**src/include/fault_status_pkg.sv**
```systemverilog
// Constants of the fault status flag bank and its serial command target
// Function
// - Each status byte has its own command code, read or written one byte
// - Flags clear on the global clear command or on a written one
// - A flag whose cause is still active sets again at once
// - Output bit 7 latches on fixed or tracking overvoltage fault
// - Output bit 6 latches on tracking overvoltage warning
// - Output bit 5 latches on tracking undervoltage warning
// - Output bit 4 latches on tracking undervoltage fault
// - Unsupported bits read zero and ignore writes
// - Current bit 7 latches on valley current limit; read-only to writes
// - Current bit 6 latches on current limit with undervoltage fault
// - Input bit 7 latches on supply overvoltage fault
// - Input bit 4 latches on supply undervoltage fault
// - Input bit 0 latches on input overpower event
// - All flags reset to zero
// - Overpower compares power telemetry to a 3-bit selected threshold
package fault_status_pkg;

  // Command codes of the three status bytes and of the global clear
  localparam logic [7:0] CMD_OUTPUT_STATUS = 8'h7a;
  localparam logic [7:0] CMD_CURRENT_STATUS = 8'h7b;
  localparam logic [7:0] CMD_INPUT_STATUS = 8'h7c;
  localparam logic [7:0] CMD_CLEAR_ALL = 8'h03;

  // Seven-bit bus address of this target
  localparam logic [6:0] TARGET_ADDR = 7'h24;

  // Register indices inside the bank
  localparam int NUM_REGS = 3;
  localparam logic [1:0] IDX_OUTPUT = 2'h0;
  localparam logic [1:0] IDX_CURRENT = 2'h1;
  localparam logic [1:0] IDX_INPUT = 2'h2;
  localparam logic [1:0] IDX_NONE = 2'h3;

  // Flag positions
  localparam int BIT_OUT_OV_FAULT = 7;
  localparam int BIT_OUT_OV_WARN = 6;
  localparam int BIT_OUT_UV_WARN = 5;
  localparam int BIT_OUT_UV_FAULT = 4;
  localparam int BIT_CUR_VALLEY = 7;
  localparam int BIT_CUR_WITH_UV = 6;
  localparam int BIT_IN_OV_FAULT = 7;
  localparam int BIT_IN_UV_FAULT = 4;
  localparam int BIT_IN_POWER = 0;

  // Supported flag masks, index order output, current, input
  localparam logic [2:0][7:0] SUPPORTED_MASK = {8'h91, 8'hc0, 8'hf0};
  // Positions a written one may clear
  localparam logic [2:0][7:0] WRITE_CLEAR_MASK = {8'h91, 8'h40, 8'hf0};
  localparam logic [7:0] FLAG_RESET = 8'h00;

  // Input power thresholds in watts, indexed by the select code
  localparam int POWER_W = 10;
  localparam logic [7:0][9:0] POWER_LIMIT_W = {
    10'd120, 10'd180, 10'd240, 10'd300,
    10'd360, 10'd420, 10'd480, 10'd510};

  // Synchroniser depth for pins and detector levels
  localparam int SYNC_STAGES = 2;

endpackage

```
**src/include/flag_access_if.sv**
```systemverilog
// Access path between the serial command engine and the flag bank
interface flag_access_if;
  logic [7:0] cmd;
  logic wr_en;
  logic [7:0] wr_data;
  logic clear_all;
  logic [7:0] rd_data;

  modport engine (
    output cmd,
    output wr_en,
    output wr_data,
    output clear_all,
    input rd_data
  );

  modport bank (
    input cmd,
    input wr_en,
    input wr_data,
    input clear_all,
    output rd_data
  );
endinterface

```
**src/rtl/fault_status_flag_bank.sv**
```systemverilog
// Fault status flag bank with its two-wire byte command target
module fault_status_flag_bank (
  // Clock and reset
  input wire logic i_clk_sys,
  input wire logic i_rstn,
  // Two-wire bus pins; data is open drain
  input wire logic i_scl,
  input wire logic i_sda,
  output logic o_sda_out,
  output logic o_sda_oe,
  // Fault detector levels, asynchronous to the system clock
  input wire logic i_out_fixed_ov_fault,
  input wire logic i_out_track_ov_fault,
  input wire logic i_out_track_ov_warn,
  input wire logic i_out_track_uv_warn,
  input wire logic i_out_track_uv_fault,
  input wire logic i_valley_current_limit,
  input wire logic i_supply_ov_fault,
  input wire logic i_supply_uv_fault,
  // Input power telemetry and threshold, same clock domain
  input wire logic [9:0] i_input_power,
  input wire logic [2:0] i_input_power_threshold_select
);

  typedef enum logic [3:0] {
    ST_IDLE = 4'h0,
    ST_ADDR = 4'h1,
    ST_ADDR_ACK = 4'h2,
    ST_CMD = 4'h3,
    ST_CMD_ACK = 4'h4,
    ST_DATA = 4'h5,
    ST_DATA_ACK = 4'h6,
    ST_TX = 4'h7,
    ST_TX_ACK = 4'h8,
    ST_IGNORE = 4'h9
  } bus_state_t;

  localparam int NUM_DET = 8;

  flag_access_if acc ();

  logic [1:0] scl_sync_q;
  logic [1:0] sda_sync_q;
  logic scl_prev_q;
  logic sda_prev_q;
  logic [NUM_DET-1:0] det_meta_q;
  logic [NUM_DET-1:0] det_q;
  logic [NUM_DET-1:0] det_raw;
  logic scl_rise;
  logic scl_fall;
  logic bus_start;
  logic bus_stop;
  bus_state_t state_q;
  logic [3:0] bit_cnt_q;
  logic [7:0] shift_q;
  logic rw_q;
  logic [7:0] cmd_q;
  logic cmd_seen_q;
  logic data_seen_q;
  logic wr_en_q;
  logic [7:0] wr_data_q;
  logic clear_q;
  logic sda_oe_q;
  logic sda_out_q;
  logic power_over;
  logic [2:0][7:0] set_vec;

  // Threshold lookup for the overpower comparator
  function automatic logic [9:0] power_limit(input logic [2:0] code);
    power_limit = fault_status_pkg::POWER_LIMIT_W[code];
  endfunction

  assign det_raw = {i_out_fixed_ov_fault, i_out_track_ov_fault,
    i_out_track_ov_warn, i_out_track_uv_warn, i_out_track_uv_fault,
    i_valley_current_limit, i_supply_ov_fault, i_supply_uv_fault};

  // Detector levels cross into the clock domain through two flops
  always_ff @(posedge i_clk_sys)
  begin
    if (!i_rstn)
    begin
      det_meta_q <= '0;
      det_q <= '0;
    end
    else
    begin
      det_meta_q <= det_raw;
      det_q <= det_meta_q;
    end
  end

  // Pin synchronisers plus one history flop for edge finding
  always_ff @(posedge i_clk_sys)
  begin
    if (!i_rstn)
    begin
      scl_sync_q <= 2'h3;
      sda_sync_q <= 2'h3;
      scl_prev_q <= 1'b1;
      sda_prev_q <= 1'b1;
    end
    else
    begin
      scl_sync_q <= {scl_sync_q[0], i_scl};
      sda_sync_q <= {sda_sync_q[0], i_sda};
      scl_prev_q <= scl_sync_q[1];
      sda_prev_q <= sda_sync_q[1];
    end
  end

  assign scl_rise = scl_sync_q[1] && !scl_prev_q;
  assign scl_fall = !scl_sync_q[1] && scl_prev_q;
  // Data edges while the clock stays high mark frame boundaries
  assign bus_start = scl_sync_q[1] && scl_prev_q
    && sda_prev_q && !sda_sync_q[1];
  assign bus_stop = scl_sync_q[1] && scl_prev_q
    && !sda_prev_q && sda_sync_q[1];

  // Byte-level command engine: address, command code, one data byte
  always_ff @(posedge i_clk_sys)
  begin
    if (!i_rstn)
    begin
      state_q <= ST_IDLE;
      bit_cnt_q <= 4'h0;
      shift_q <= 8'h00;
      rw_q <= 1'b0;
      cmd_q <= 8'h00;
      cmd_seen_q <= 1'b0;
      data_seen_q <= 1'b0;
      wr_en_q <= 1'b0;
      wr_data_q <= 8'h00;
      clear_q <= 1'b0;
      sda_oe_q <= 1'b0;
    end
    else
    begin
      wr_en_q <= 1'b0;
      clear_q <= 1'b0;
      if (bus_start)
      begin
        // Repeated start keeps the command code for a following read
        state_q <= ST_ADDR;
        bit_cnt_q <= 4'h0;
        cmd_seen_q <= 1'b0;
        data_seen_q <= 1'b0;
        sda_oe_q <= 1'b0;
      end
      else if (bus_stop)
      begin
        // Clear-all is a command code with no data byte behind it
        if (cmd_seen_q && !data_seen_q
          && cmd_q == fault_status_pkg::CMD_CLEAR_ALL)
          clear_q <= 1'b1;
        state_q <= ST_IDLE;
        sda_oe_q <= 1'b0;
      end
      else
      begin
        unique case (state_q)
          ST_IDLE, ST_IGNORE:
            sda_oe_q <= 1'b0;
          ST_ADDR, ST_CMD, ST_DATA:
          begin
            if (scl_rise && bit_cnt_q != 4'h8)
            begin
              shift_q <= {shift_q[6:0], sda_sync_q[1]};
              bit_cnt_q <= bit_cnt_q + 4'h1;
            end
            else if (scl_fall && bit_cnt_q == 4'h8)
            begin
              bit_cnt_q <= 4'h0;
              if (state_q == ST_ADDR)
              begin
                if (shift_q[7:1] == fault_status_pkg::TARGET_ADDR)
                begin
                  rw_q <= shift_q[0];
                  sda_oe_q <= 1'b1;
                  state_q <= ST_ADDR_ACK;
                end
                else
                  state_q <= ST_IGNORE;
              end
              else if (state_q == ST_CMD)
              begin
                cmd_q <= shift_q;
                cmd_seen_q <= 1'b1;
                sda_oe_q <= 1'b1;
                state_q <= ST_CMD_ACK;
              end
              else
              begin
                // Single-byte write reaches the selected status byte
                wr_en_q <= 1'b1;
                wr_data_q <= shift_q;
                data_seen_q <= 1'b1;
                sda_oe_q <= 1'b1;
                state_q <= ST_DATA_ACK;
              end
            end
          end
          ST_ADDR_ACK, ST_CMD_ACK, ST_DATA_ACK, ST_TX_ACK:
          begin
            if (scl_rise && state_q == ST_TX_ACK && sda_sync_q[1])
              state_q <= ST_IGNORE;
            else if (scl_fall)
            begin
              if ((state_q == ST_ADDR_ACK && rw_q)
                || state_q == ST_TX_ACK)
              begin
                // Read byte sampled here; later flag changes wait
                shift_q <= acc.rd_data;
                sda_oe_q <= ~acc.rd_data[7];
                bit_cnt_q <= 4'h1;
                state_q <= ST_TX;
              end
              else
              begin
                sda_oe_q <= 1'b0;
                // Bytes beyond the first data byte are not acknowledged
                state_q <= (state_q == ST_ADDR_ACK) ? ST_CMD
                  : (state_q == ST_CMD_ACK) ? ST_DATA : ST_IGNORE;
              end
            end
          end
          ST_TX:
          begin
            if (scl_fall)
            begin
              if (bit_cnt_q == 4'h8)
              begin
                sda_oe_q <= 1'b0;
                state_q <= ST_TX_ACK;
              end
              else
              begin
                sda_oe_q <= ~shift_q[6];
                shift_q <= {shift_q[6:0], 1'b0};
                bit_cnt_q <= bit_cnt_q + 4'h1;
              end
            end
          end
          default:
            state_q <= ST_IDLE;
        endcase
      end
    end
  end

  // Data pin only ever pulls low
  always_ff @(posedge i_clk_sys)
  begin
    if (!i_rstn)
      sda_out_q <= 1'b0;
    else
      sda_out_q <= 1'b0;
  end

  assign o_sda_out = sda_out_q;
  assign o_sda_oe = sda_oe_q;

  assign acc.cmd = cmd_q;
  assign acc.wr_en = wr_en_q;
  assign acc.wr_data = wr_data_q;
  assign acc.clear_all = clear_q;

  // Strict greater-than: telemetry equal to the limit is not an event
  assign power_over = i_input_power
    > power_limit(i_input_power_threshold_select);

  // Set terms are live levels, so a persisting cause re-sets a flag
  always_comb
  begin
    set_vec = '0;
    set_vec[fault_status_pkg::IDX_OUTPUT][fault_status_pkg::BIT_OUT_OV_FAULT]
      = det_q[7] | det_q[6];
    set_vec[fault_status_pkg::IDX_OUTPUT][fault_status_pkg::BIT_OUT_OV_WARN]
      = det_q[5];
    set_vec[fault_status_pkg::IDX_OUTPUT][fault_status_pkg::BIT_OUT_UV_WARN]
      = det_q[4];
    set_vec[fault_status_pkg::IDX_OUTPUT][fault_status_pkg::BIT_OUT_UV_FAULT]
      = det_q[3];
    set_vec[fault_status_pkg::IDX_CURRENT][fault_status_pkg::BIT_CUR_VALLEY]
      = det_q[2];
    set_vec[fault_status_pkg::IDX_CURRENT][fault_status_pkg::BIT_CUR_WITH_UV]
      = det_q[2] & det_q[3];
    set_vec[fault_status_pkg::IDX_INPUT][fault_status_pkg::BIT_IN_OV_FAULT]
      = det_q[1];
    set_vec[fault_status_pkg::IDX_INPUT][fault_status_pkg::BIT_IN_UV_FAULT]
      = det_q[0];
    set_vec[fault_status_pkg::IDX_INPUT][fault_status_pkg::BIT_IN_POWER]
      = power_over;
  end

  status_flag_store u_store (
    .i_clk_sys (i_clk_sys),
    .i_rstn (i_rstn),
    .i_set (set_vec),
    .acc (acc.bank)
  );

endmodule

```
**src/rtl/status_flag_store.sv**
```systemverilog
// Storage of the three latched status bytes with write-one-to-clear
module status_flag_store (
  // Clock and reset
  input wire logic i_clk_sys,
  input wire logic i_rstn,
  // Set requests per register, one byte each
  input wire logic [2:0][7:0] i_set,
  // Access path
  flag_access_if.bank acc
);

  logic [2:0][7:0] flags_q;
  logic [1:0] sel_idx;

  // Command code to bank index
  function automatic logic [1:0] reg_index(input logic [7:0] code);
    unique case (code)
      fault_status_pkg::CMD_OUTPUT_STATUS:
        reg_index = fault_status_pkg::IDX_OUTPUT;
      fault_status_pkg::CMD_CURRENT_STATUS:
        reg_index = fault_status_pkg::IDX_CURRENT;
      fault_status_pkg::CMD_INPUT_STATUS:
        reg_index = fault_status_pkg::IDX_INPUT;
      default: reg_index = fault_status_pkg::IDX_NONE;
    endcase
  endfunction

  assign sel_idx = reg_index(acc.cmd);

  // One flag byte per register; set term is ORed after the clear
  for (genvar i = 0; i < fault_status_pkg::NUM_REGS; i++)
  begin : g_reg
    logic [7:0] clr;
    logic hit;
    assign hit = acc.wr_en && (sel_idx == 2'(i));
    // Read-only and zero positions are masked out of the written-one clear; clear-all reaches every bit
    assign clr = {8{acc.clear_all}}
      | ({8{hit}} & acc.wr_data
      & fault_status_pkg::WRITE_CLEAR_MASK[i]);
    always_ff @(posedge i_clk_sys)
    begin
      if (!i_rstn)
        flags_q[i] <= fault_status_pkg::FLAG_RESET;
      else
        flags_q[i] <= ((flags_q[i] & ~clr) | i_set[i])
          & fault_status_pkg::SUPPORTED_MASK[i];
    end
  end

  // Read mux; unknown codes answer zero
  always_comb
  begin
    if (sel_idx == fault_status_pkg::IDX_NONE)
      acc.rd_data = 8'h00;
    else
      acc.rd_data = flags_q[sel_idx];
  end

endmodule

```
**config.mk**
```make
export PLATFORM = sky130hd
export DESIGN_NAME = fault_status_flag_bank
export DESIGN_NICKNAME = d
export VERILOG_FILES = /design/src/include/fault_status_pkg.sv /design/src/include/flag_access_if.sv /design/src/rtl/fault_status_flag_bank.sv /design/src/rtl/status_flag_store.sv
export SDC_FILE = /design/constraint.sdc
export NUM_CORES = 1
export LEC_CHECK = 0
export ABC_AREA = 1
export ABC_CLOCK_PERIOD_IN_PS = 2300
export BUFFER_PORTS_ARGS = -buffer_cell sky130_fd_sc_hd__buf_2
export CAP_MARGIN = 20
export CORE_MARGIN = 2
export CORE_UTILIZATION = 45
export DETAILED_ROUTE_END_ITERATION = 10
export GPL_ROUTABILITY_DRIVEN = 0
export MAX_ROUTING_LAYER = met4
export PLACE_DENSITY = 0.73
export SLEW_MARGIN = 25
export SYNTH_ARGS = -nofsm -noshare
export SYNTH_HDL_FRONTEND = slang
export SYNTH_SLANG_ARGS = --single-unit
```
**constraint.sdc**
```tcl
create_clock -name i_clk_sys -period 2.3 [get_ports i_clk_sys]
set_clock_uncertainty 0.15 [all_clocks]
set_input_delay 0.23 -clock i_clk_sys [delete_from_list [all_inputs] [get_ports i_clk_sys]]
set_output_delay 0.23 -clock i_clk_sys [all_outputs]
set_load 0.03 [all_outputs]
```
# Word level (Yosys, flattened, before mapping)
# Memory sizes are Yosys's and may differ from the RTL's.
# Cells that the tools add are included.
[totals] reg_bits=84 romBits=80 out_inout_bits=2 elab_cells=185 mem_count=1
[memory_table] memory="(name not given)" words=8 width=10 read_ports=1 rd_clocked_by_memory_dff=0 write_ports=0 line="fault_status_flag_bank.sv:70" rtl="power_limit = fault_status_pkg::POWER_LIMIT_W[code];"
[op_classes] addsub=1 n_lt_le_gt_ge=3 eq_ne=37 n_mux=47 n_bitwise=28 reduce_logical=44
[op_table] op="2-to-1 mux 4 bit" count=18
[op_table] op="2-to-1 mux 8 bit" count=8
[op_table] op="bitwise AND 8 bit" count=5
[op_table] op="bitwise OR 8 bit" count=5
[op_table] op="AND reduction 7 bit" count=4
[op_table] op="== test 8 x 7 -> 1 bit (second input constant)" count=3
[op_table] op="inverter 8 bit" count=3
[op_table] op="one-hot mux 8 bit (3 select lines)" count=1
[op_table] op="AND reduction 6 bit" count=4
[op_table] op="inequality test 4 bit (second input constant)" count=5
[op_table] op="inequality test 2 bit (second input constant)" count=9
[op_table] op="logical AND 1 bit" count=17
[op_table] op="binary-select mux 8 bit (select 2 bit)" count=1
[op_table] op="== test 4 x 3 -> 1 bit (second input constant)" count=4
[op_table] op="one-hot mux 4 bit (4 select lines)" count=1
[op_table] op="2-to-1 mux 1 bit" count=13
[op_table] op="== test 4 bit (second input constant)" count=3
[op_table] op="inequality test 3 bit (second input constant)" count=4
[op_table] op="one-hot mux 4 bit (3 select lines)" count=1
[op_table] op="inverter 1 bit" count=11
[op_table] op="greater-than comparator 10 bit" count=1
[op_table] op="2-to-1 mux 10 bit" count=1
[op_table] op="AND reduction 9 bit" count=1
[op_table] op="OR reduction 3 bit" count=3
[op_table] op="27 further kinds" count=34

# Logic depth before layout (Yosys ltp)
# Gate-level depths: netlist (run 1).
[depth] word_depth=10 ltp_mapped=16 ltp_nobuf=14

# Modules after synthesis
# A second synthesis (run 1) with hierarchy kept.
[unflattened] cells_unflattened=516 hier_area_um2=3542.1
[by_module_without_submodules] mod="fault_status_flag_bank" n_inst=1 cells_per_inst=413 area_per_inst_um2=2889.0
[by_module_without_submodules] mod="status_flag_store" n_inst=1 cells_per_inst=103 area_per_inst_um2=653.1

# Worst setup path after synthesis (run 1)
# Ideal clock, no wire load.
[synth_path] path_kind="reg2reg" from="register bit_cnt_q[0]" to="register shift_q[1]" setup_time_ps=128 arrival_time_ps=1575 path_slack_ps=448 path_stages_with_launch=16 path_buffers=1 period_less_slack_ps=1852 path_cell_list="dfxtp_1 inv_1 ha_1 nand2_1 nor2_1 nor2_1 inv_1 nand2_1 nand2_1 nor2_2 nand2_4 inv_4 buf_12 nand2_2 o21ai_2 nor2_2"
[synth_via] elab_chain_len=4 word_cells_on_any_way=6 cone_classes="eq/ne: 4; reduce/logical: 2"
[synth_lines] item="start, declared" line="fault_status_flag_bank.sv:54" rtl="logic [3:0] bit_cnt_q;"
[synth_lines] item="start signal, assigned" line="fault_status_flag_bank.sv:168" rtl="bit_cnt_q <= bit_cnt_q + 4'h1;"
[synth_lines] item="start signal, assigned" line="fault_status_flag_bank.sv:239" rtl="bit_cnt_q <= bit_cnt_q + 4'h1;"
[synth_lines] item="inequality test 4 bit" line="fault_status_flag_bank.sv:165" rtl="if (scl_rise && bit_cnt_q != 4'h8)"
[synth_lines] item="logical AND 1 bit" line="fault_status_flag_bank.sv:165"
[synth_lines] item="inequality test 2 bit (no source line)"
[synth_lines] item="AND reduction 9 bit (no source line) (*)"
[synth_lines] item="end signal, assigned" line="fault_status_flag_bank.sv:167" rtl="shift_q <= {shift_q[6:0], sda_sync_q[1]};"
[synth_lines] item="end signal, assigned" line="fault_status_flag_bank.sv:212" rtl="shift_q <= acc.rd_data;"
[synth_lines] item="end signal, assigned" line="fault_status_flag_bank.sv:238" rtl="shift_q <= {shift_q[6:0], 1'b0};"
[synth_lines] item="end, declared" line="fault_status_flag_bank.sv:55" rtl="logic [7:0] shift_q;"
# Every way passes the cells marked *; elsewhere a longest branch is shown, timed or not.
# A chain may end at the register's enable or synchronous reset.

# Worst setup path after layout (run 1)
[layout_path] from="register bit_cnt_q[0]" to="register shift_q[7]"
# Same word-level chain as after synthesis.

==> results list, run 1 <==
- Setup slack on the critical path of the routed design comes to between 0.2 and 0.25 ns.
* WP data arrival: about 2.2 ns
* DP Worst Slack: ~0.22 ns
- Pleak: approximately 1.8 nW
- Compared with the post-synthesis result, the final layout area differs by 15.7%.
* Required time of the worst setup path: between 2 and 2.5 ns
- TritonCTS built the clock tree.
* Count of pins over their slew limit: 0
- After floorplanning, the core was sized to cover 7140 sq um.
- Number of distinct library cells after synthesis: 39
- In this run, post-CTS repair resized a total of 0 instances.
* Full die area: between 7000 and 8000 sq um
- Number of port buffers: 25
- In this run the remaining antenna-violating nets after routing total 0.
- Maximum frequency from static timing analysis: ~480 MHz
- Synth Instances: roughly 450
- For this run, the leading register cell type out of synthesis is dfxtp_1.
- N_diodes: 0
* Mean Syn Cell Area: around 7.3 sq um
* CTS Root Cell: clkbuf_8
- Hold-fix buffer count after cts: 10
- Min Clock Period, post-route: between 2 and 2.5 ns
* Post-synthesis register bit count: between 60 and 70
- Total gr overflow: 0
- Clock Pin Slew Worst Setup and Hold Paths: about 0.08 ns
- Number of core rows: 31
- Top post-synthesis cells by area: dfxtp_1, nand2_1, inv_1, a21oi_1, nor2_1
* Biggest area consumer among synthesized cells: dfxtp_1
* Synthesis warning total: 0
* EDFF count, synth: 0
* Clock network latency to the later pin of the worst-skew pair: about 0.35 ns
* Standard cell area after detailed placement: 3490 sq um
- Number of DRC violations after detailed routing: 0
- # H-tree levels: 3
- Vias/cell: 4.84
* Tcrit/Tclk final: a little over 90%
* Total via count in the routed design: around 2.9k
* Starting utilization of the core area: between 40% and 50%
- The setup path with the least slack is of type reg2reg.
- In this run the post-CTS setup repair buffer count came out at 0.
* Syn_nets: about 490
- Number of maximum-capacitance violations: 0
* Setup total negative slack: 0 ns
- STA classifies the critical path endpoint as a register.
- Die width: 89.3 microns
- Detailed-router iteration count before antenna repair: 4
- Global-route usage over all layers: 20.1%
- Power comes to 0.00342 W.
* Clock Sink Count: 66
- Cell Pwr Density: 905 nW/um^2
- Setup repair after global routing left no endpoint under its margin.
- Antenna violations before repair: 0
- Largest net degree at the start of global routing: 38
* Post-route design area: 3780 sq um
* Share of synthesized flip-flops with an asynchronous set or reset: 0%
* Run status: completed
* Kind of start point of the critical path: register
- Once detailed placement completed, the half-perimeter wirelength came to about 5.3 mm.
* Number of global-route vias before repair: ~2.8k
- Final Hold Fails: 0
* Synthesized cell area: between 3000 and 4000 sq um
- For this block, the routed nets add up to roughly 7 mm of wire.
- At the end of the flow, the number of nets in the layout was between 500 and 600.
* Number of buffers created by CTS: 9
- Counting along the longest clock path gives a buffer depth of 2.
- First DRT Iteration DRCs: 134
- Final count of negative-setup-slack endpoints: 0
- The die is 89.3 microns tall.
- Worst rel slew slack: between 60% and 70%
- Num ports: 27
* Fill cell instance count of the final layout: approximately 680
- In this run the worst path has a maximum fanout of 11.
- Global-route wire length before repair: between 10 and 15 mm
* Final routed wire length divided by cell count: between 10 and 15 microns
- Worst vdd rail ir drop: roughly 0.56 mV
- Sequential elements use between 40% and 50% of the synthesized area.
- Cells with a size suffix above 1 make up around 18% of the layout.
- The worst hold path belongs to the class in2reg.
- For the pin with the worst max-slew slack, the measured transition is just under 0.6 ns.
* Fraction of synthesized cell area taken by the top area cell type: between 40% and 50%
-- layer usage --
layer  part of all wire, %  GRT usage [%]  up-vias  routed length, microns
li1                      -              -     1521                       -
met1                    47           23.5     1295                    3290
met2                    49           33.4       51                    3410
met3                   3.4           5.72        8                     237
met4                   1.2           6.24        0                      84
met5                     0              -        -                       0
-- report_power, final --
group / switching, W / internal [W]
sequential: 0.0000741 / 0.00124
clock: 0.000430 / 0.000526
combinational: 0.000757 / 0.000398
-- cells in the mapped netlist (3+ instances only) --
library cell and instances:
inv_1 60, a21oi_1 41, nand4_1 4, or2_2 5, inv_2 6, nor2_2 8
nand2_4 4, o21ai_2 7, o21ai_0 30, nand2_2 6, clkbuf_1 6, nand3b_1 3
ha_1 13, nor2_1 54, nand2_1 85, dfxtp_1 66, nand3_2 3, nand3_1 15
nor3_1 7
-- area by class of cell --
class / count / area [sq um] / area share [%]
Tap cell: 99 / 124 / 3.27
Clock inverter: 5 / 53.8 / 1.42
Inverter: 67 / 254 / 6.71
Multi-Input combinational cell: 307 / 1630 / 43.2
Clock buffer: 11 / 141 / 3.74
Sequential cell: 66 / 1320 / 34.9
Timing Repair Buffer: 39 / 255 / 6.75
-- logic make-up (layout without fill, tap and decap cells) --
family / Yosys count / count (layout) / share of synthesized area [%]
AND/OR/NAND/NOR: 203 / 203 / 29.5
AO/OA/AOI/OAI: 88 / 88 / 14.8
buffers and inverters: 76 / 122 / 9.64
flip-flops: 66 / 66 / 40.4
adder cells (fa/ha/maj): 13 / 13 / 4.97
XOR/XNOR: 2 / 2 / 0.536
other: 1 / 1 / 0.115
-- metrics by stage --
step / instances / hold WS [ns] / util, %
final: 594 / 0.120 / 53.0
after floorplan: 449 / 0.178 / -
after global routing: 594 / 0.128 / 53.0
after global placement: 568 / 0.242 / 48.9
after CTS: 594 / 0.105 / 53.0
after detailed placement: 568 / 0.249 / 48.9
-- cells in the final DEF, fill, tap and decap left out, drive strengths merged --
master | synthesis | routed
nor4 | 2 | 2
inv | 67 | 67
o22ai | 2 | 2
o21a | 1 | 1
clkinv | 0 | 4
a21oi | 41 | 41
or4 | 1 | 1
o21ai | 39 | 39
bufinv | 0 | 1
clkbuf | 6 | 11
dfxtp | 66 | 66
o211ai | 2 | 2
conb | 1 | 1
ha | 13 | 13
nand4 | 5 | 5
xor2 | 2 | 2
buf | 3 | 29
nand3 | 18 | 18
dlygate4sd3 | 0 | 10
nand2 | 95 | 95
a211oi | 1 | 1
and3 | 1 | 1
nor2 | 64 | 64
nor3 | 8 | 8
or2 | 5 | 5
nand3b | 3 | 3
a21o | 2 | 2
and2 | 1 | 1
-- worst max-delay path, cell delays in order, from the launching register on --
cell and delay, ns:
dfxtp_1 0.35, inv_1 0.08, ha_1 0.19, nand2_1 0.06, nor2_1 0.06, nor2_1 0.20, inv_1 0.10, nand2_1 0.10
nand2_1 0.06, nor2_2 0.15, nand2_4 0.09, inv_4 0.15, nand2_1 0.07, nor2_1 0.12, nor2_2 0.05
-- registers in the layout, summed over array words and instances, names as in the netlist --
name,cells
acc.wr_en,1
acc.clear_all,1
rw_q,1
sda_prev_q,1
det_meta_q,8
shift_q,8
acc.wr_data,5
scl_sync_q,2
o_sda_oe,1
u_store.flags_q,9
det_q,8
acc.cmd,8
cmd_seen_q,1
data_seen_q,1
bit_cnt_q,4
sda_sync_q,2
state_q,4
scl_prev_q,1
-- path summary, 6_finish.rpt --
check             depth (start not counted)  slack, ns             start             endpoint
hold reg to reg                           1       0.26     scl_sync_q[0]        scl_sync_q[1]
setup / recovery                         14       0.21      bit_cnt_q[0]           shift_q[7]
setup reg to reg                         14       0.21      bit_cnt_q[0]           shift_q[7]
hold / removal                            4       0.12  i_input_power[5]  u_store.flags_q[16]
(Power assumes the default switching activity.)
==> run 2, diff against run 1 <==
--- a/config.mk
+++ b/config.mk
@@ -6,16 +6,17 @@
 export NUM_CORES = 1
 export LEC_CHECK = 0
 export ABC_AREA = 1
-export ABC_CLOCK_PERIOD_IN_PS = 2300
+export ABC_CLOCK_PERIOD_IN_PS = 2100
 export BUFFER_PORTS_ARGS = -buffer_cell sky130_fd_sc_hd__buf_2
 export CAP_MARGIN = 20
 export CORE_MARGIN = 2
-export CORE_UTILIZATION = 45
+export CORE_UTILIZATION = 50
 export DETAILED_ROUTE_END_ITERATION = 10
 export GPL_ROUTABILITY_DRIVEN = 0
 export MAX_ROUTING_LAYER = met4
-export PLACE_DENSITY = 0.73
+export PLACE_DENSITY = 0.79
 export SLEW_MARGIN = 25
 export SYNTH_ARGS = -nofsm -noshare
 export SYNTH_HDL_FRONTEND = slang
 export SYNTH_SLANG_ARGS = --single-unit
+export TNS_END_PERCENT = 1
==> constraint.sdc (replaced) <==
create_clock -name i_clk_sys -period 2.1 [get_ports i_clk_sys]
set_clock_uncertainty 0.15 [all_clocks]
set_input_delay 0.21 -clock i_clk_sys [delete_from_list [all_inputs] [get_ports i_clk_sys]]
set_output_delay 0.21 -clock i_clk_sys [all_outputs]
set_load 0.03 [all_outputs]
==> results list, run 2 (synthesis results as in run 1) <==
- PnR worst setup slack: between 0.15 and 0.2 ns
- The total count of max-transition violations in the final report came to 0.
* TritonCTS clock tree: done
- The critical path crosses 14 cells after its start point.
- Pleak: about 1.8 nW
- Worst min-delay path class: in2reg
* Min-Delay Path Depth: 4
- The worst setup path is launched from a register.
* CTS max path bufs: 2
* Destination of the worst register-to-register timing path: shift_q[7]
- The largest single stage delay on the critical path is 0.34 ns.
* Worst vdd rail ir drop: ~0.65 mV
- Cell Pwr Density: about 1100 nW/um^2
- Max-cap violations in this run came to 0.
- Detailed-router iteration count before antenna repair: 7
- Most frequent standard cell in the layout excluding fill and tap cells: nand2_1
- Sequential cell area: ~1300 sq um
- In this run the vertical extent of the chip is roughly 85 microns.
* WP data arrival: 2.03 ns
- Tcrit/Tclk final: approximately 92%
- DP Worst Slack: ~0.046 ns
* Timing endpoint of the critical path: shift_q[7]
- Clock Sink Count: between 60 and 70
- The register with the most flip-flops in the final layout is u_store.flags_q.
- Once the floorplan was initialized, standard cells occupied around 52% of the core.
- After legalization and detailed placement, the total HPWL measured 5.24 mm.
- Clock network latency to the later pin of the worst-skew pair: ~0.35 ns
- Critical path type: reg2reg
- Derived from the worst setup path, the maximum achievable clock frequency is between 500 and 600 MHz.
- The startpoint identified for the worst register-to-register timing path is bit_cnt_q[0].
- For this block, the via count after detailed routing is 2953.
* Critical path's slowest cell: dfxtp_2
* Number of buffers created by CTS: 9
- Fill cell instance count of the final layout: 577
- Critical path origin: bit_cnt_q[0]
- Fraction of final layout cells sized beyond drive strength 1: 19.5%
* Number of global-route vias before repair: 2897
- Dividing the detail-routed wire length by the instance count gives around 13 microns.
- Once the clock tree was built, the setup fixing pass inserted 0 buffers.
- The first routing iteration left ~130 violations.
- Number of DRC violations after detailed routing: 0
- Endpoint kind of the worst setup timing path: register
- Number of port buffers: 25
- After the last flow step, the layout net total stands at 532.
- RSZ-0062 raised after global routing: no
* # placed instances: 550
* Top library cells by usage in the layout, fill and taps aside: nand2_1, dfxtp_1, inv_1
- Along the worst path, the maximum fanout reaches 11.
- Final count of negative-setup-slack endpoints: 0
- The register with the most flip-flops in the layout has 9 of them.
* Vias/cell: 5.14
- The critical path goes through inv_1 -> ha_1 -> nand2_1 -> nor2_2 -> nor2_2 -> inv_1 -> nand2_1 -> nand2_1 -> nor2_2 -> nand2_4 -> inv_8 -> nand2_1 -> nor2_1 -> nor2_2.
* Core Footprint: between 6000 and 7000 sq um
* Run status: completed
* N_diodes: 0
- Die width: approximately 85 microns
- Data on the critical path is required at its endpoint by 2.20 ns.
- Largest net degree at the start of global routing: 38
- For this run, the total global-route usage over all layers was measured as 22.5%.
- The number of buffers and inverters on the critical path is 3.
- For this run the aggregate overflow at the end of global routing stands at 0.
- The worst path in the final design needs a cycle of between 1.5 and 2 ns, including I/O delays and setup.
- Global-route wire length before repair: between 10 and 15 mm
- After detailed routing, the total wire length is 7.24 mm.
* CTS Root Cell: clkbuf_8
* Total area of multi-input combinational cells: about 1700 sq um
- In the final timing run, aggregate negative setup slack is 0 ns.
- The cell family contributing the most delay on the critical path is simple AND/OR/NAND/NOR gates.
* Final Hold Fails: 0
* Area growth from synthesis to layout: 18.2%
* DRT antenna net count: 0
* # H-tree levels: 3
- Antenna violations before repair: 0
- The floorplan step defined a die boundary enclosing approximately 7200 sq um.
* R2R Setup Slk: 0.17 ns
- Clock Pin Slew Worst Setup and Hold Paths: about 0.070 ns
* Number of core rows: 29
* Num ports: 27
- The finished layout holds about 580 standard cells, fillers aside.
* Register-to-Register Path Depth: 14
[run 2: cell types whose count changed in the layout (fill, tap and decap cells not counted), moves of 2 or more]
cell and delta:
buf_4 +4, clkinv_2 -3, bufinv_16 +2, nor2_1 -2, nor2_2 +2
[run 2: worst min path at each step]
stage	end	from	slack, ns
after global placement	det_meta_q[3]	i_out_track_uv_fault	0.24
after floorplan	det_meta_q[0]	i_supply_uv_fault	0.16
final	u_store.flags_q[16]	i_input_power[5]	0.1
after detailed placement	det_meta_q[2]	i_valley_current_limit	0.25
after global routing	u_store.flags_q[16]	i_input_power[5]	0.11
after CTS	u_store.flags_q[16]	i_input_power[5]	0.08
[run 2: repair_timing]
action / CTS / global route
gates resized for setup: 0 / 10
endpoints found under the setup margin: 0 / 14
hold endpoints to repair: 10 / 0
hold buffers: 10 / 0
[run 2: power breakdown]
group | internal, W | leakage (nW) | switching [W]
sequential | 0.00136 | 0.540 | 0.0000829
clock | 0.000787 | 0.116 | 0.000499
combinational | 0.000470 | 1.19 | 0.000880
total | 0.00261 | 1.84 | 0.00146
[run 2: per-layer routing]
layer,GRT usage [%],wire [microns],vias to the layer above
li1,-,-,1522
met1,26.0,3250,1352
met2,36.3,3510,65
met3,5.54,317,14
met4,11.7,153,0
met5,-,0,-
[run 2: worst min-delay path, cell delays in order]
cell	delay, ns
buf_2	0.10
nand3_1	0.07
a21o_1	0.11
a21oi_1	0.05
[run 2: through the flow]
step	cell area [sq um]	hold WS, ns	util [%]	total power, W
2_1_floorplan	3270	0.158	-	0.00249
3_3_place_gp	3490	0.240	55.0	0.00267
3_5_place_dp	3490	0.245	55.0	0.00271
4_1_cts	3830	0.0811	60.3	0.00402
5_1_grt	3870	0.108	60.9	0.00431
6_report	3870	0.0963	60.9	0.00407
[run 2: cell type report]
cell class / count / share of cell area (%)
multi-input combinational: 307 / 43.0
tap: 77 / 2.49
timing repair buffer: 43 / 7.38
inverter: 67 / 6.70
sequential: 66 / 34.2
clock inverter: 6 / 2.98
clock buffer: 9 / 3.20
==> run 3, diff against run 2 <==
--- a/config.mk
+++ b/config.mk
@@ -9,13 +9,12 @@
 export ABC_CLOCK_PERIOD_IN_PS = 2100
 export BUFFER_PORTS_ARGS = -buffer_cell sky130_fd_sc_hd__buf_2
 export CAP_MARGIN = 20
-export CORE_MARGIN = 2
+export CORE_MARGIN = 3
 export CORE_UTILIZATION = 50
 export DETAILED_ROUTE_END_ITERATION = 10
 export GPL_ROUTABILITY_DRIVEN = 0
 export MAX_ROUTING_LAYER = met4
 export PLACE_DENSITY = 0.79
-export SLEW_MARGIN = 25
 export SYNTH_ARGS = -nofsm -noshare
 export SYNTH_HDL_FRONTEND = slang
 export SYNTH_SLANG_ARGS = --single-unit
==> results list, run 3 (synthesis results as in run 1) <==
- For the worst-skew pair, the clock arrives at the later sink with an insertion delay of roughly 0.34 ns.
* Number of maximum-capacitance violations: 0
- Starting utilization of the core area: about 53%
* Full die area: 7550 sq um
- STA classifies the critical path startpoint as a register.
- Worst Hold Slack: roughly 0.1 ns
* Num ports: 27
- Number of global-route vias before repair: slightly below 3k
* Number of DRC violations after detailed routing: 0
* Run status: completed
- Number of buffers created by CTS: 9
* Antenna violations before repair: 0
- Worst vdd rail ir drop: roughly 0.76 mV
* Fraction of final layout cells sized beyond drive strength 1: 19.5%
* First DRT Iteration DRCs: 223
* Global-route wire length before repair: between 10 and 15 mm
- The top cell types in the final layout, fill and taps aside, are nand2_1, dfxtp_1, inv_1.
- TritonCTS clock tree: done
- Vias/cell: approximately 5.2
- HPWL reported at the end of detailed placement: 5.33 mm
- Setup violations remaining at the end of the flow were counted as 0.
- For this design the ratio of total power to cell area is approximately 1000 nW/um^2.
- Largest net degree at the start of global routing: 38
- For the worst setup path, the data required time is between 2 and 2.5 ns.
* Net count reported at finish: around 530
- Crit Path Max Fanout: 8
- The library cell used most frequently in the layout, excluding fill and tap cells, is nand2_1.
- DRT antenna net count: 0
* Most flop-heavy register: u_store.flags_q
- Pleak: between 1.5 and 2 nW
- Number of port buffers: 25
* Clock Pin Slew Worst Setup and Hold Paths: 0.07 ns
* Clock Sink Count: 66
- Endpoint kind of the worst setup timing path: register
- Count of pins over their slew limit: 0
- Global routing used 21.2% of the available tracks.
- The region available for standard cell placement spans a little over 6000 sq um.
- The final-report hold violation count is 0.
* Maximum frequency from static timing analysis: 509 MHz
- The clock tree synthesis step divided the H-tree into 3 levels.
- Die width: about 87 microns
* N_diodes: 0
- Excluding fillers, the count of instances in the completed layout stands at roughly 570.
* Total via count in the routed design: around 3.0k
- The filler cells instantiated in the layout total 530.
- Counting I/O delays and the setup requirement, the final critical path takes ~2 ns.
- In the final routed layout, each cell accounts on average for 12.8 microns.
* R2R Setup Slk: between 0.1 and 0.15 ns
* Critical path type: reg2reg
- Setup total negative slack: 0 ns
* Total gr overflow: 0
* CTS max path bufs: 2
* Critical path's slowest cell: dfxtp_2
- Number of core rows: 28
- The tree is rooted in a clkbuf_8.
* WP data arrival: 2.05 ns
- Cell-by-cell listing of the critical path: inv_1 -> ha_1 -> nand2_1 -> nor2_2 -> nand2_1 -> nand2_1 -> and2_1 -> nand4_2 -> a21oi_1 -> nor2_1
- For this run, the slowest stage of the critical path takes approximately 0.33 ns.
* Flip-flop count of the largest register after layout: 9
- Compared with the post-synthesis result, the final layout area differs by 16.9%.
- Overall die height: 86.9 microns
- Final WL: about 7.3 mm
* Tcrit/Tclk final: 93.5%
* Worst path most repeated cell: nand2_1
- Detailed-router iteration count before antenna repair: 4
- Worst min-delay path class: in2reg
- # placed instances: between 500 and 600
==> run 3: what timing repair did <==
action                                 4_1_cts  5_1_grt
setup endpoints to repair                    0       21
endpoints found under the hold margin       10        0
gates resized for setup                      0       11
hold buffers                                10        0
setup buffers                                0        0
==> run 3: worst paths after layout <==
path | start | to | cells past startpoint
max | bit_cnt_q[0] | state_q[0] | 10
max reg2reg | bit_cnt_q[0] | state_q[0] | 10
min | i_input_power[5] | u_store.flags_q[16] | 4
min reg2reg | det_meta_q[0] | det_q[0] | 2
==> run 3: layer usage <==
layer  up-vias  global-route usage [%]  part of all wire (%)  wire, microns
met3        21                    5.96                   4.6            340
met1      1378                    24.8                    45           3280
met5         -                       -                     0              0
met2        76                    35.1                    48           3530
met4         0                    7.08                   2.2            161
li1       1519                       -                     -              -
==> run 3: layout make-up <==
class | count | area [sq um] | area share, %
flip-flops and latches | 66 | 1320 | 34.6
clock buffers | 10 | 128 | 3.34
clock inverters | 5 | 80.1 | 2.09
well taps | 75 | 93.8 | 2.45
multi-input cells | 307 | 1650 | 43.1
repair buffers | 43 | 285 | 7.46
inverters | 67 | 264 | 6.90
==> run 3: worst max-delay path, delay by kind of cell, from the launching register on <==
kind | cells | cell delay, ns
adder cells (fa/ha/maj) | 1 | 0.15
flip-flops | 1 | 0.33
buffers and inverters | 1 | 0.09
AO/OA/AOI/OAI | 1 | 0.25
AND/OR/NAND/NOR | 7 | 0.89
==> run 3: through the flow <==
stage               total power, W  setup slack [ns]  util [%]  area [sq um]
detailed placement         0.00271            0.0519      56.9          3490
floorplan                  0.00249             0.248         -          3270
CTS                        0.00387            0.0204      61.9          3800
global placement           0.00267             0.122      56.9          3490
global route               0.00415           -0.0722      62.4          3820
finish                     0.00391             0.136      62.4          3820
==> run 3: report_power, final <==
group          switching [W]  internal (W)
clock               0.000478      0.000660
combinational       0.000874      0.000461
sequential         0.0000815       0.00136
total                0.00143       0.00248
